==> src/pkg/arfw_pkg.sv <==
// Purpose: shared constants for the result format and window block
// Assumes: 8-bit registers, each on one aligned 32-bit AHB word
// Notes: register offsets are word indices; byte address = 4 * index
package arfw_pkg;
   // word indices of the registers
   localparam logic [7:0] IDX_PAIR_CFG = 8'hBA;
   localparam logic [7:0] IDX_CHAN_SEL = 8'hBB;
   localparam logic [7:0] IDX_RES_LO = 8'hBE;
   localparam logic [7:0] IDX_RES_HI = 8'hBF;
   localparam logic [7:0] IDX_GT_LO = 8'hC4;
   localparam logic [7:0] IDX_GT_HI = 8'hC5;
   localparam logic [7:0] IDX_LT_LO = 8'hC6;
   localparam logic [7:0] IDX_LT_HI = 8'hC7;
   localparam logic [7:0] IDX_STATUS = 8'hD0;
   localparam logic [7:0] IDX_MASK = 8'hD1;
   localparam logic [7:0] IDX_CTRL = 8'hE8;
   // reset values
   localparam logic [7:0] RST_ZERO = 8'h00;
   localparam logic [7:0] RST_GT_HI = 8'hFF;
   localparam logic [7:0] RST_GT_LO = 8'hFF;
   // field positions
   localparam int CTRL_LJ_BIT = 0;
   localparam int CTRL_WIN_BIT = 1;
   localparam int ST_WIN_BIT = 0;
   localparam int ST_DONE_BIT = 1;
   localparam int NUM_EVENTS = 2;
   localparam int PAIR_CFG_W = 4;
   localparam int CHAN_SEL_W = 4;
   localparam int CHAN_TEMP_BIT = 3;
   localparam int ADC_W = 10;
   localparam int PAD_W = 6;
   // bus side
   localparam int IDX_LSB = 2;
   localparam int IDX_MSB = 9;
   localparam logic [1:0] HTRANS_NONSEQ_BIT = 2'h2;
   localparam logic [23:0] RD_PAD = 24'h000000;
   localparam logic [31:0] RD_ZERO = 32'h00000000;
   localparam logic HRESP_OKAY = 1'b0;
   // bus data phase states
   typedef enum logic [3:0] {
      ST_IDLE = 4'h1,
      ST_WRITE = 4'h2,
      ST_RWAIT = 4'h4,
      ST_RDATA = 4'h8
   } arfw_bus_state_t;
endpackage : arfw_pkg

==> src/verilog/arfw_top.sv <==
// Purpose: formats the 10-bit converter result and checks it against
//    a programmable window, with an AHB-Lite register slave
// Assumes: conv_done and conv_data come from converter logic on hclk
// Notes: reads take one wait state, writes none
`timescale 1ns/1ps
`default_nettype none

// How it works
// - right justified: top two bits in high bits 1..0, low eight in low byte
// - right justified high bits 7..2 copy bit 1 if differential, else zero
// - left justified: upper eight result bits go to the high byte
// - left justified: low byte bits 7..6 hold low two bits, rest zero
// - single-ended results are plain unsigned binary codes
// - differential results are two's complement codes
// - every result is compared against both limit words
// - less-than above greater-than: match only strictly inside both limits
// - less-than below greater-than: match when strictly outside either limit
// - differential comparison treats result and limits as signed
// - limit words are high byte over low byte, same justified layout
// - match flag works polled or as interrupt; non-matches leave it alone
// - match flag stays set until software clears it
// - justify bit zero gives right layout, one gives left layout
// - differential channels always produce two's complement results
module arfw_top (
   // clock and reset
   input wire logic hclk,
   input wire logic hresetn,
   // AHB-Lite slave
   input wire logic hsel,
   input wire logic [31:0] haddr,
   input wire logic [1:0] htrans,
   input wire logic hwrite,
   input wire logic [2:0] hsize,
   input wire logic [31:0] hwdata,
   input wire logic hready,
   output logic hreadyout,
   output logic hresp,
   output logic [31:0] hrdata,
   // converter result
   input wire logic conv_done,
   input wire logic [arfw_pkg::ADC_W-1:0] conv_data,
   // interrupt
   output logic irq
);
   arfw_pkg::arfw_bus_state_t state_r, state_nxt;
   logic [7:0] idx_r;
   logic [7:0] rd_val;
   logic [31:0] hrdata_r;
   logic accept;
   logic wr_en;
   logic [7:0] wdat;
   logic [arfw_pkg::PAIR_CFG_W-1:0] pair_cfg_r;
   logic [arfw_pkg::CHAN_SEL_W-1:0] chan_sel_r;
   logic result_left_justify_r;
   logic [7:0] res_lo_r, res_hi_r;
   logic [7:0] gt_lo_r, gt_hi_r, lt_lo_r, lt_hi_r;
   logic [arfw_pkg::NUM_EVENTS-1:0] status_r, mask_r, events;
   logic diff;
   logic [15:0] fmt_word, lt_word, gt_word;
   logic signed [16:0] res_s, lt_s, gt_s;
   logic match;
   logic window_match_flag;

   // ---------------- bus slave ----------------
   assign accept = hsel && hready && htrans[1] &&
                   (htrans == arfw_pkg::HTRANS_NONSEQ_BIT);
   assign wr_en = (state_r == arfw_pkg::ST_WRITE);
   assign wdat = hwdata[7:0];
   assign hreadyout = (state_r != arfw_pkg::ST_RWAIT);
   assign hresp = arfw_pkg::HRESP_OKAY;
   assign hrdata = hrdata_r;

   always_comb begin
      state_nxt = arfw_pkg::ST_IDLE;
      case (state_r)
         arfw_pkg::ST_RWAIT: begin
            state_nxt = arfw_pkg::ST_RDATA;
         end
         default: begin
            if (accept) begin
               state_nxt = hwrite ? arfw_pkg::ST_WRITE
                                  : arfw_pkg::ST_RWAIT;
            end
         end
      endcase
   end

   always_ff @(posedge hclk or negedge hresetn) begin
      if (!hresetn) begin
         state_r <= arfw_pkg::ST_IDLE;
      end else begin
         state_r <= state_nxt;
      end
   end

   always_ff @(posedge hclk or negedge hresetn) begin
      if (!hresetn) begin
         idx_r <= arfw_pkg::RST_ZERO;
      end else if (accept) begin
         idx_r <= haddr[arfw_pkg::IDX_MSB:arfw_pkg::IDX_LSB];
      end
   end

   // read value sampled in the wait state, so a write just before is seen
   always_comb begin
      if (idx_r == arfw_pkg::IDX_PAIR_CFG) begin
         rd_val = {4'h0, pair_cfg_r};
      end else if (idx_r == arfw_pkg::IDX_CHAN_SEL) begin
         rd_val = {4'h0, chan_sel_r};
      end else if (idx_r == arfw_pkg::IDX_RES_LO) begin
         rd_val = res_lo_r;
      end else if (idx_r == arfw_pkg::IDX_RES_HI) begin
         rd_val = res_hi_r;
      end else if (idx_r == arfw_pkg::IDX_GT_LO) begin
         rd_val = gt_lo_r;
      end else if (idx_r == arfw_pkg::IDX_GT_HI) begin
         rd_val = gt_hi_r;
      end else if (idx_r == arfw_pkg::IDX_LT_LO) begin
         rd_val = lt_lo_r;
      end else if (idx_r == arfw_pkg::IDX_LT_HI) begin
         rd_val = lt_hi_r;
      end else if (idx_r == arfw_pkg::IDX_STATUS) begin
         rd_val = {6'h00, status_r};
      end else if (idx_r == arfw_pkg::IDX_MASK) begin
         rd_val = {6'h00, mask_r};
      end else if (idx_r == arfw_pkg::IDX_CTRL) begin
         rd_val = {6'h00, window_match_flag, result_left_justify_r};
      end else begin
         rd_val = arfw_pkg::RST_ZERO;
      end
   end

   always_ff @(posedge hclk or negedge hresetn) begin
      if (!hresetn) begin
         hrdata_r <= arfw_pkg::RD_ZERO;
      end else if (state_r == arfw_pkg::ST_RWAIT) begin
         hrdata_r <= {arfw_pkg::RD_PAD, rd_val};
      end
   end

   // ---------------- configuration ----------------
   always_ff @(posedge hclk or negedge hresetn) begin
      if (!hresetn) begin
         pair_cfg_r <= arfw_pkg::RST_ZERO[arfw_pkg::PAIR_CFG_W-1:0];
         chan_sel_r <= arfw_pkg::RST_ZERO[arfw_pkg::CHAN_SEL_W-1:0];
         result_left_justify_r <= 1'b0;
         mask_r <= arfw_pkg::RST_ZERO[arfw_pkg::NUM_EVENTS-1:0];
      end else if (wr_en) begin
         if (idx_r == arfw_pkg::IDX_PAIR_CFG) begin
            pair_cfg_r <= wdat[arfw_pkg::PAIR_CFG_W-1:0];
         end else if (idx_r == arfw_pkg::IDX_CHAN_SEL) begin
            chan_sel_r <= wdat[arfw_pkg::CHAN_SEL_W-1:0];
         end else if (idx_r == arfw_pkg::IDX_CTRL) begin
            result_left_justify_r <= wdat[arfw_pkg::CTRL_LJ_BIT];
         end else if (idx_r == arfw_pkg::IDX_MASK) begin
            mask_r <= wdat[arfw_pkg::NUM_EVENTS-1:0];
         end
      end
   end

   always_ff @(posedge hclk or negedge hresetn) begin
      if (!hresetn) begin
         gt_lo_r <= arfw_pkg::RST_GT_LO;
         gt_hi_r <= arfw_pkg::RST_GT_HI;
         lt_lo_r <= arfw_pkg::RST_ZERO;
         lt_hi_r <= arfw_pkg::RST_ZERO;
      end else if (wr_en) begin
         if (idx_r == arfw_pkg::IDX_GT_LO) begin
            gt_lo_r <= wdat;
         end else if (idx_r == arfw_pkg::IDX_GT_HI) begin
            gt_hi_r <= wdat;
         end else if (idx_r == arfw_pkg::IDX_LT_LO) begin
            lt_lo_r <= wdat;
         end else if (idx_r == arfw_pkg::IDX_LT_HI) begin
            lt_hi_r <= wdat;
         end
      end
   end

   // ---------------- formatting ----------------
   // temperature sensor channel is always single-ended
   assign diff = !chan_sel_r[arfw_pkg::CHAN_TEMP_BIT] &&
                 pair_cfg_r[chan_sel_r[2:1]];

   always_comb begin
      if (result_left_justify_r) begin
         fmt_word = {conv_data, {arfw_pkg::PAD_W{1'b0}}};
      end else begin
         fmt_word = {{arfw_pkg::PAD_W{diff & conv_data[9]}},
                     conv_data};
      end
   end

   // a new result overrides a software write in the same cycle
   always_ff @(posedge hclk or negedge hresetn) begin
      if (!hresetn) begin
         res_lo_r <= arfw_pkg::RST_ZERO;
         res_hi_r <= arfw_pkg::RST_ZERO;
      end else if (conv_done) begin
         res_hi_r <= fmt_word[15:8];
         res_lo_r <= fmt_word[7:0];
      end else if (wr_en && idx_r == arfw_pkg::IDX_RES_LO) begin
         res_lo_r <= wdat;
      end else if (wr_en && idx_r == arfw_pkg::IDX_RES_HI) begin
         res_hi_r <= wdat;
      end
   end

   // ---------------- window compare ----------------
   assign lt_word = {lt_hi_r, lt_lo_r};
   assign gt_word = {gt_hi_r, gt_lo_r};
   // one extra bit makes a single signed comparator serve both modes
   assign res_s = $signed({diff & fmt_word[15], fmt_word});
   assign lt_s = $signed({diff & lt_word[15], lt_word});
   assign gt_s = $signed({diff & gt_word[15], gt_word});

   always_comb begin
      if (lt_s > gt_s) begin
         match = (res_s < lt_s) && (res_s > gt_s);
      end else begin
         match = (res_s < lt_s) || (res_s > gt_s);
      end
   end

   assign events[arfw_pkg::ST_WIN_BIT] = conv_done && match;
   assign events[arfw_pkg::ST_DONE_BIT] = conv_done;

   // ---------------- sticky status, write one to clear ----------------
   genvar gi;
   generate
      for (gi = 0; gi < arfw_pkg::NUM_EVENTS; gi++) begin : g_stat
         always_ff @(posedge hclk or negedge hresetn) begin
            if (!hresetn) begin
               status_r[gi] <= 1'b0;
            end else if (events[gi]) begin
               status_r[gi] <= 1'b1;
            end else if (wr_en &&
                         ((idx_r == arfw_pkg::IDX_STATUS && wdat[gi]) ||
                          (idx_r == arfw_pkg::IDX_CTRL &&
                           gi == arfw_pkg::ST_WIN_BIT &&
                           wdat[arfw_pkg::CTRL_WIN_BIT]))) begin
               // the control word clears on its flag bit, never on justify
               status_r[gi] <= 1'b0;
            end
         end
      end
   endgenerate

   assign window_match_flag = status_r[arfw_pkg::ST_WIN_BIT];
   assign irq = |(status_r & mask_r);

   // ---------------- checks ----------------
   logic win_clr;
   assign win_clr = wr_en &&
                    ((idx_r == arfw_pkg::IDX_STATUS &&
                      wdat[arfw_pkg::ST_WIN_BIT]) ||
                     (idx_r == arfw_pkg::IDX_CTRL &&
                      wdat[arfw_pkg::CTRL_WIN_BIT]));

   chk_right_low: assert property (
      @(posedge hclk) disable iff (!hresetn)
      conv_done && !result_left_justify_r |=>
         res_lo_r == $past(conv_data[7:0]) &&
         res_hi_r[1:0] == $past(conv_data[9:8]))
      else $error("right justified low bits misplaced");

   chk_right_sign: assert property (
      @(posedge hclk) disable iff (!hresetn)
      conv_done && !result_left_justify_r |=>
         res_hi_r[7:2] == {6{$past(diff) & res_hi_r[1]}})
      else $error("right justified upper bits wrong");

   chk_left_high: assert property (
      @(posedge hclk) disable iff (!hresetn)
      conv_done && result_left_justify_r |=>
         res_hi_r == $past(conv_data[9:2]))
      else $error("left justified high byte wrong");

   chk_left_low: assert property (
      @(posedge hclk) disable iff (!hresetn)
      conv_done && result_left_justify_r |=>
         res_lo_r[7:6] == $past(conv_data[1:0]) && res_lo_r[5:0] == 6'h00)
      else $error("left justified low byte wrong");

   chk_win_set: assert property (
      @(posedge hclk) disable iff (!hresetn)
      conv_done && match |=> window_match_flag)
      else $error("window match not flagged");

   chk_win_hold: assert property (
      @(posedge hclk) disable iff (!hresetn)
      window_match_flag && !win_clr |=> window_match_flag)
      else $error("window flag dropped without clear");

   chk_inside_miss: assert property (
      @(posedge hclk) disable iff (!hresetn)
      conv_done && !diff && !result_left_justify_r &&
      lt_word > gt_word && {6'h00, conv_data} >= lt_word &&
      !window_match_flag |=> !window_match_flag)
      else $error("flag set above less-than limit");

   chk_outside_hit: assert property (
      @(posedge hclk) disable iff (!hresetn)
      conv_done && !diff && !result_left_justify_r &&
      lt_word < gt_word && {6'h00, conv_data} > gt_word
      |=> window_match_flag)
      else $error("flag missed above greater-than limit");

   chk_read_wait: assert property (
      @(posedge hclk) disable iff (!hresetn)
      accept && !hwrite |=> !hreadyout ##1 hreadyout)
      else $error("read wait state wrong");

   chk_write_nowait: assert property (
      @(posedge hclk) disable iff (!hresetn)
      accept && hwrite |=> hreadyout)
      else $error("write data phase stalled");

   chk_single_word: assert property (
      @(posedge hclk) disable iff (!hresetn)
      conv_done && !diff && !result_left_justify_r |=>
         {res_hi_r, res_lo_r} == {6'h00, $past(conv_data)})
      else $error("single-ended result not unsigned");

   chk_diff_word: assert property (
      @(posedge hclk) disable iff (!hresetn)
      conv_done && diff && !result_left_justify_r |=>
         {res_hi_r, res_lo_r} ==
            {{6{$past(conv_data[9])}}, $past(conv_data)})
      else $error("differential result not two's complement");

   chk_temp_single: assert property (
      @(posedge hclk) disable iff (!hresetn)
      conv_done && chan_sel_r[arfw_pkg::CHAN_TEMP_BIT] &&
      !result_left_justify_r |=> res_hi_r[7:2] == 6'h00)
      else $error("temperature result sign extended");

   chk_diff_signed: assert property (
      @(posedge hclk) disable iff (!hresetn)
      conv_done && diff && $signed(lt_word) > $signed(gt_word) &&
      $signed(fmt_word) < $signed(lt_word) &&
      $signed(fmt_word) > $signed(gt_word) |=> window_match_flag)
      else $error("signed window match missed");

   chk_win_clear: assert property (
      @(posedge hclk) disable iff (!hresetn)
      win_clr && !(conv_done && match) |=> !window_match_flag)
      else $error("window flag not cleared by software");

   chk_win_quiet: assert property (
      @(posedge hclk) disable iff (!hresetn)
      !window_match_flag && !(conv_done && match) |=> !window_match_flag)
      else $error("window flag set without a match");

   chk_result_hold: assert property (
      @(posedge hclk) disable iff (!hresetn)
      !conv_done && !wr_en |=> $stable(res_lo_r) && $stable(res_hi_r))
      else $error("result changed without a conversion");

   chk_done_set: assert property (
      @(posedge hclk) disable iff (!hresetn)
      conv_done |=> status_r[arfw_pkg::ST_DONE_BIT])
      else $error("conversion done not flagged");

   chk_irq_mask: assert property (
      @(posedge hclk) disable iff (!hresetn)
      window_match_flag && mask_r[arfw_pkg::ST_WIN_BIT] |-> irq)
      else $error("unmasked window flag without interrupt");
endmodule : arfw_top

`default_nettype wire

==> config.mk <==
export PLATFORM = sky130hd
export DESIGN_NAME = arfw_top
export DESIGN_NICKNAME = d
export VERILOG_FILES = /design/src/pkg/arfw_pkg.sv /design/src/verilog/arfw_top.sv
export SDC_FILE = /design/constraint.sdc
export NUM_CORES = 1
export LEC_CHECK = 0
export BUFFER_PORTS_ARGS = -buffer_cell sky130_fd_sc_hd__buf_2
export CAP_MARGIN = 30
export CORE_UTILIZATION = 50
export DETAILED_ROUTE_END_ITERATION = 10
export PLACE_DENSITY = 0.81
export SLEW_MARGIN = 30
export SYNTH_ARGS = -nofsm -noshare
export SYNTH_HDL_FRONTEND = slang
export SYNTH_SLANG_ARGS = --single-unit
export TNS_END_PERCENT = 50
==> constraint.sdc <==
create_clock -name hclk -period 3.1 [get_ports hclk]
set_clock_uncertainty 0.15 [all_clocks]
set_input_delay 0.93 -clock hclk [delete_from_list [all_inputs] [get_ports hclk]]
set_output_delay 0.93 -clock hclk [all_outputs]
set_load 0.1 [all_outputs]
==> summary.md <==
| Metric | Value |
|---|---|
| Max incr delay on CP | `approximately 0.5 ns` |
| Arr. time, crit path | `~3.4 ns` |
| Mux cell area share after synthesis | `about 16%` |
| Worst VDD drop | `~0.3 mV` |
| Initial antenna violation count | `0` |
| Post-synthesis adder-cell area fraction | `11.2%` |
| CTS buffer count | `9` |
| Final period util | `107%` |
| Worst setup EP type | `flip-flop` |
| N_diodes | `0` |
| Remaining antenna violation count | `0` |
| Worst-margin pin slew | `about 0.74 ns` |
| Cells on worst reg2reg path | `14` |
| First-pass GRT wire length | `approximately 23000 um` |
| Via/cell ratio | `approximately 6.0` |
| Post-synth EDFFs | `0` |
| Largest net degree at the start of global routing | `45` |
| Hold Path End | `hrdata[2]` |
| Post-synth top flop | `dfrtp_1` |
| Status | `finished with violations` |
| Leak Pwr | `roughly 3 nW` |
| Final Max Slew Viols | `0` |
| Post-synthesis compound-gate area fraction | `between 10% and 20%` |
| Synth async-reset ratio | `100%` |
| Max Cap Viol | `0` |
| Fillers | `around 870` |
| Synth Warn # | `0` |
| CTS tree | `done` |
| Rows | `37` |
| Initial Util | `between 50% and 60%` |
| Skew-Pair Late Insertion Delay | `~0.36 ns` |
| FF-to-FF setup slack | `-0.21 ns` |
| Crit Path Class | `reg -> reg` |
| Overflow after GRT | `0` |
| Worst R2R Start | `chan_sel_r[1]` |
| Fin area | `between 6000 and 7000 um^2` |
| RD Place Congestion | `roughly 0.9` |
| Worst-path clk slew | `roughly 0.09 ns` |
| I/O pins | `120` |
| Avg WL per Cell | `19.4 um` |
| Setup violators final | `1` |
| Synth unique cells | `65` |
| Post-place instance area | `~5900 um^2` |
| Post-CTS Hold Fix Bufs | `0` |
| Crit path cell chain | `mux4_2, nor2b_4, and2_4, nor2b_4, buf_6, a21o_4, ha_4, a21oi_2, o211ai_1, buf_4, nor3_2, a311oi_4, nor2_1, o31ai_1` |
| Number of synthesized register bits | `just over 80` |
| Clk buf depth | `2` |
| Post-synthesis sequential area ratio | `~37%` |
| CTS Root Cell | `clkbuf_8` |
| Most used cell, CP | `nor2b_4` |
| Clock period minus worst slack | `3.31 ns` |
| Smallest hold slack | `0.357 ns` |
| RSZ-0062 raised after global routing | `true` |
| Simple-Gate Fraction of Synth Area | `14.4%` |
| Hold Startpoint | `hrdata[2]` |
| GRT Util Overall | `27.1%` |
| Final count of hold timing violations | `0` |
| FMAX | `0.302 GHz` |
| Core area | `around 10000 um^2` |
| Drt drc | `0` |
| Area used by multi-input combinational logic | `approximately 3200 um^2` |
| Pre-antenna DRT Iters | `5` |
| Slew Limit Headroom | `roughly half` |
| Total vias in the final route | `4524` |
| Critical Path RT | `3.23 ns` |
| Mean Syn Cell Area | `10.0 um^2` |
| Largest family of logic cells by synthesized area | `multiplexers` |
| Clk sinks | `between 80 and 90` |
| Die span in y | `approximately 110 um` |
| Nets | `approximately 750` |
| Critical path's slowest cell | `mux4_2` |
| WHS Path Cells | `2` |
| Number of global-route vias before repair | `between 4k and 5k` |
| Worst setup margin | `-0.207 ns` |
| Routed Wire Length | `14800 um` |
| I/O Buffers | `43` |
| Pwr dens | `413 nW/um^2` |
| Post-DP HPWL | `around 11000 um` |
| Reg area | `2050 um^2` |
| HP Class | `reg -> reg` |
| CP Launch Type | `flip-flop` |
| Failing checks | `negative setup slack` |
| First-iteration detailed-routing DRC count | `between 400 and 500` |
| Die Width | `~110 um` |
| Max H-tree Level | `3` |
| Area delta synth->final | `14.8%` |
| Cells after Synth | `547` |
| Reg-to-Reg End | `window_match_flag` |
| Crit-path max FO | `4` |
| Die Area | `~11000 um^2` |
| Post-synthesis xor/xnor area fraction | `0.160%` |
| Cell area after synthesis | `around 5500 um^2` |
| Layout cells sized above 1 | `a little over 30%` |
==> registers in the layout, indices dropped and copies added (netlist names), 4 cells and up <==
register / count
state_r: 4
gt_hi_r: 8
lt_lo_r: 8
res_hi_r: 8
res_lo_r: 8
pair_cfg_r: 4
hrdata: 8
gt_lo_r: 8
chan_sel_r: 4
idx_r: 8
lt_hi_r: 8
==> power by group <==
part           internal (mW)  total [mW]  leakage [nW]  switching (mW)
Sequential              1.11        1.18         0.929          0.0703
Clock                  0.459       0.880         0.107           0.422
Combinational          0.174       0.540          1.97           0.367
Total                   1.74        2.60          3.00           0.858
==> cell usage after synthesis (all sizes together), types with 10 or more instances <==
cell type | instances | area [um^2]
nor2 | 26 | 108
nor2b | 13 | 96.4
dfstp | 17 | 447
buf | 35 | 246
a21oi | 19 | 98.9
o21ai | 48 | 240
mux2 | 46 | 522
nor3 | 12 | 81.3
nand2 | 58 | 218
a21o | 10 | 75.1
inv | 38 | 143
dfrtp | 64 | 1600
ha | 49 | 613
mux2i | 13 | 130
==> per-layer routing <==
metal | vias to the layer above | track usage (%) | wire length (um)
met5 | - | 0 | 0
met4 | 0 | 13.0 | 528
met3 | 43 | 4.68 | 1080
met2 | 215 | 43.5 | 7040
met1 | 2212 | 35.4 | 6100
li1 | 2054 | - | -
==> timing repair <==
| action | in CTS | in global routing |
|---|---|---|
| setup buffers | 2 | 2 |
| pin swaps | 5 | 11 |
| setup endpoints to repair | 1 | 1 |
| gates resized for setup | 2 | 12 |
==> layout by cell type (no fill, tap or decap), drive strengths merged, types with 2 or more instances in the layout <==
cell type	instances
a211o	2
a211oi	4
a21o	10
a21oi	19
a22o	5
a22oi	2
a311oi	2
a31oi	5
a32oi	3
buf	80
bufinv	2
clkbuf	10
conb	25
dfrtp	64
dfstp	17
ha	49
inv	40
mux2	46
mux2i	13
mux4	9
nand2	58
nand2b	6
nand3	9
nand3b	2
nand4	8
nor2	26
nor2b	13
nor3	12
nor3b	3
nor4	2
o21a	3
o21ai	48
o22ai	4
o311ai	2
o31ai	2
==> stage by stage <==
stage | instances | util [%] | worst slack, ns | setup TNS, ns | power (mW)
2_1_floorplan | 571 | - | 0.0284 | 0 | 1.60
3_3_place_gp | 739 | 56.7 | -0.281 | -0.281 | 1.71
3_5_place_dp | 739 | 56.7 | -0.288 | -0.288 | 1.73
4_1_cts | 757 | 59.1 | -0.188 | -0.188 | 2.60
5_1_grt | 759 | 60.1 | -0.306 | -0.306 | 2.68
6_report | 759 | 60.1 | -0.207 | -0.207 | 2.60
==> critical path, delay by kind of cell (launching register included) <==
| kind | cells | cell delay [ns] |
|---|---|---|
| muxes | 1 | 0.50 |
| DFF | 1 | 0.39 |
| and+or+nand+nor | 5 | 0.59 |
| adders and majority gates | 1 | 0.27 |
| AOI/OAI and AO/OA | 5 | 1.02 |
| buffers and inverters | 2 | 0.32 |
==> cell families (layout without fill, tap and decap cells) <==
family	after synthesis	after routing
XOR/XNOR	1	1
multiplexers	68	68
AO/OA/AOI/OAI	118	118
buffers and inverters	82	134
AND/OR/NAND/NOR	147	147
flip-flops	81	81
other	1	25
adder cells (fa/ha/maj)	49	49
==> area by class of cell <==
cell class	count	share of cell area (%)
timing repair buffer	80	8.14
inverter	38	2.27
tap	136	2.71
sequential	81	32.6
multi-input combinational	408	50.8
clock buffer	10	2.03
clock inverter	6	1.43
==> how the worst max path moves through the flow <==
stage / start / endpoint / slack, ns
floorplan: chan_sel_r[1] / window_match_flag / 0.03
finish: chan_sel_r[1] / window_match_flag / -0.21
detailed placement: conv_data[9] / window_match_flag / -0.29
global placement: chan_sel_r[1] / window_match_flag / -0.28
global route: chan_sel_r[1] / window_match_flag / -0.31
CTS: chan_sel_r[1] / window_match_flag / -0.19
Power figures use the tool's default switching activity.
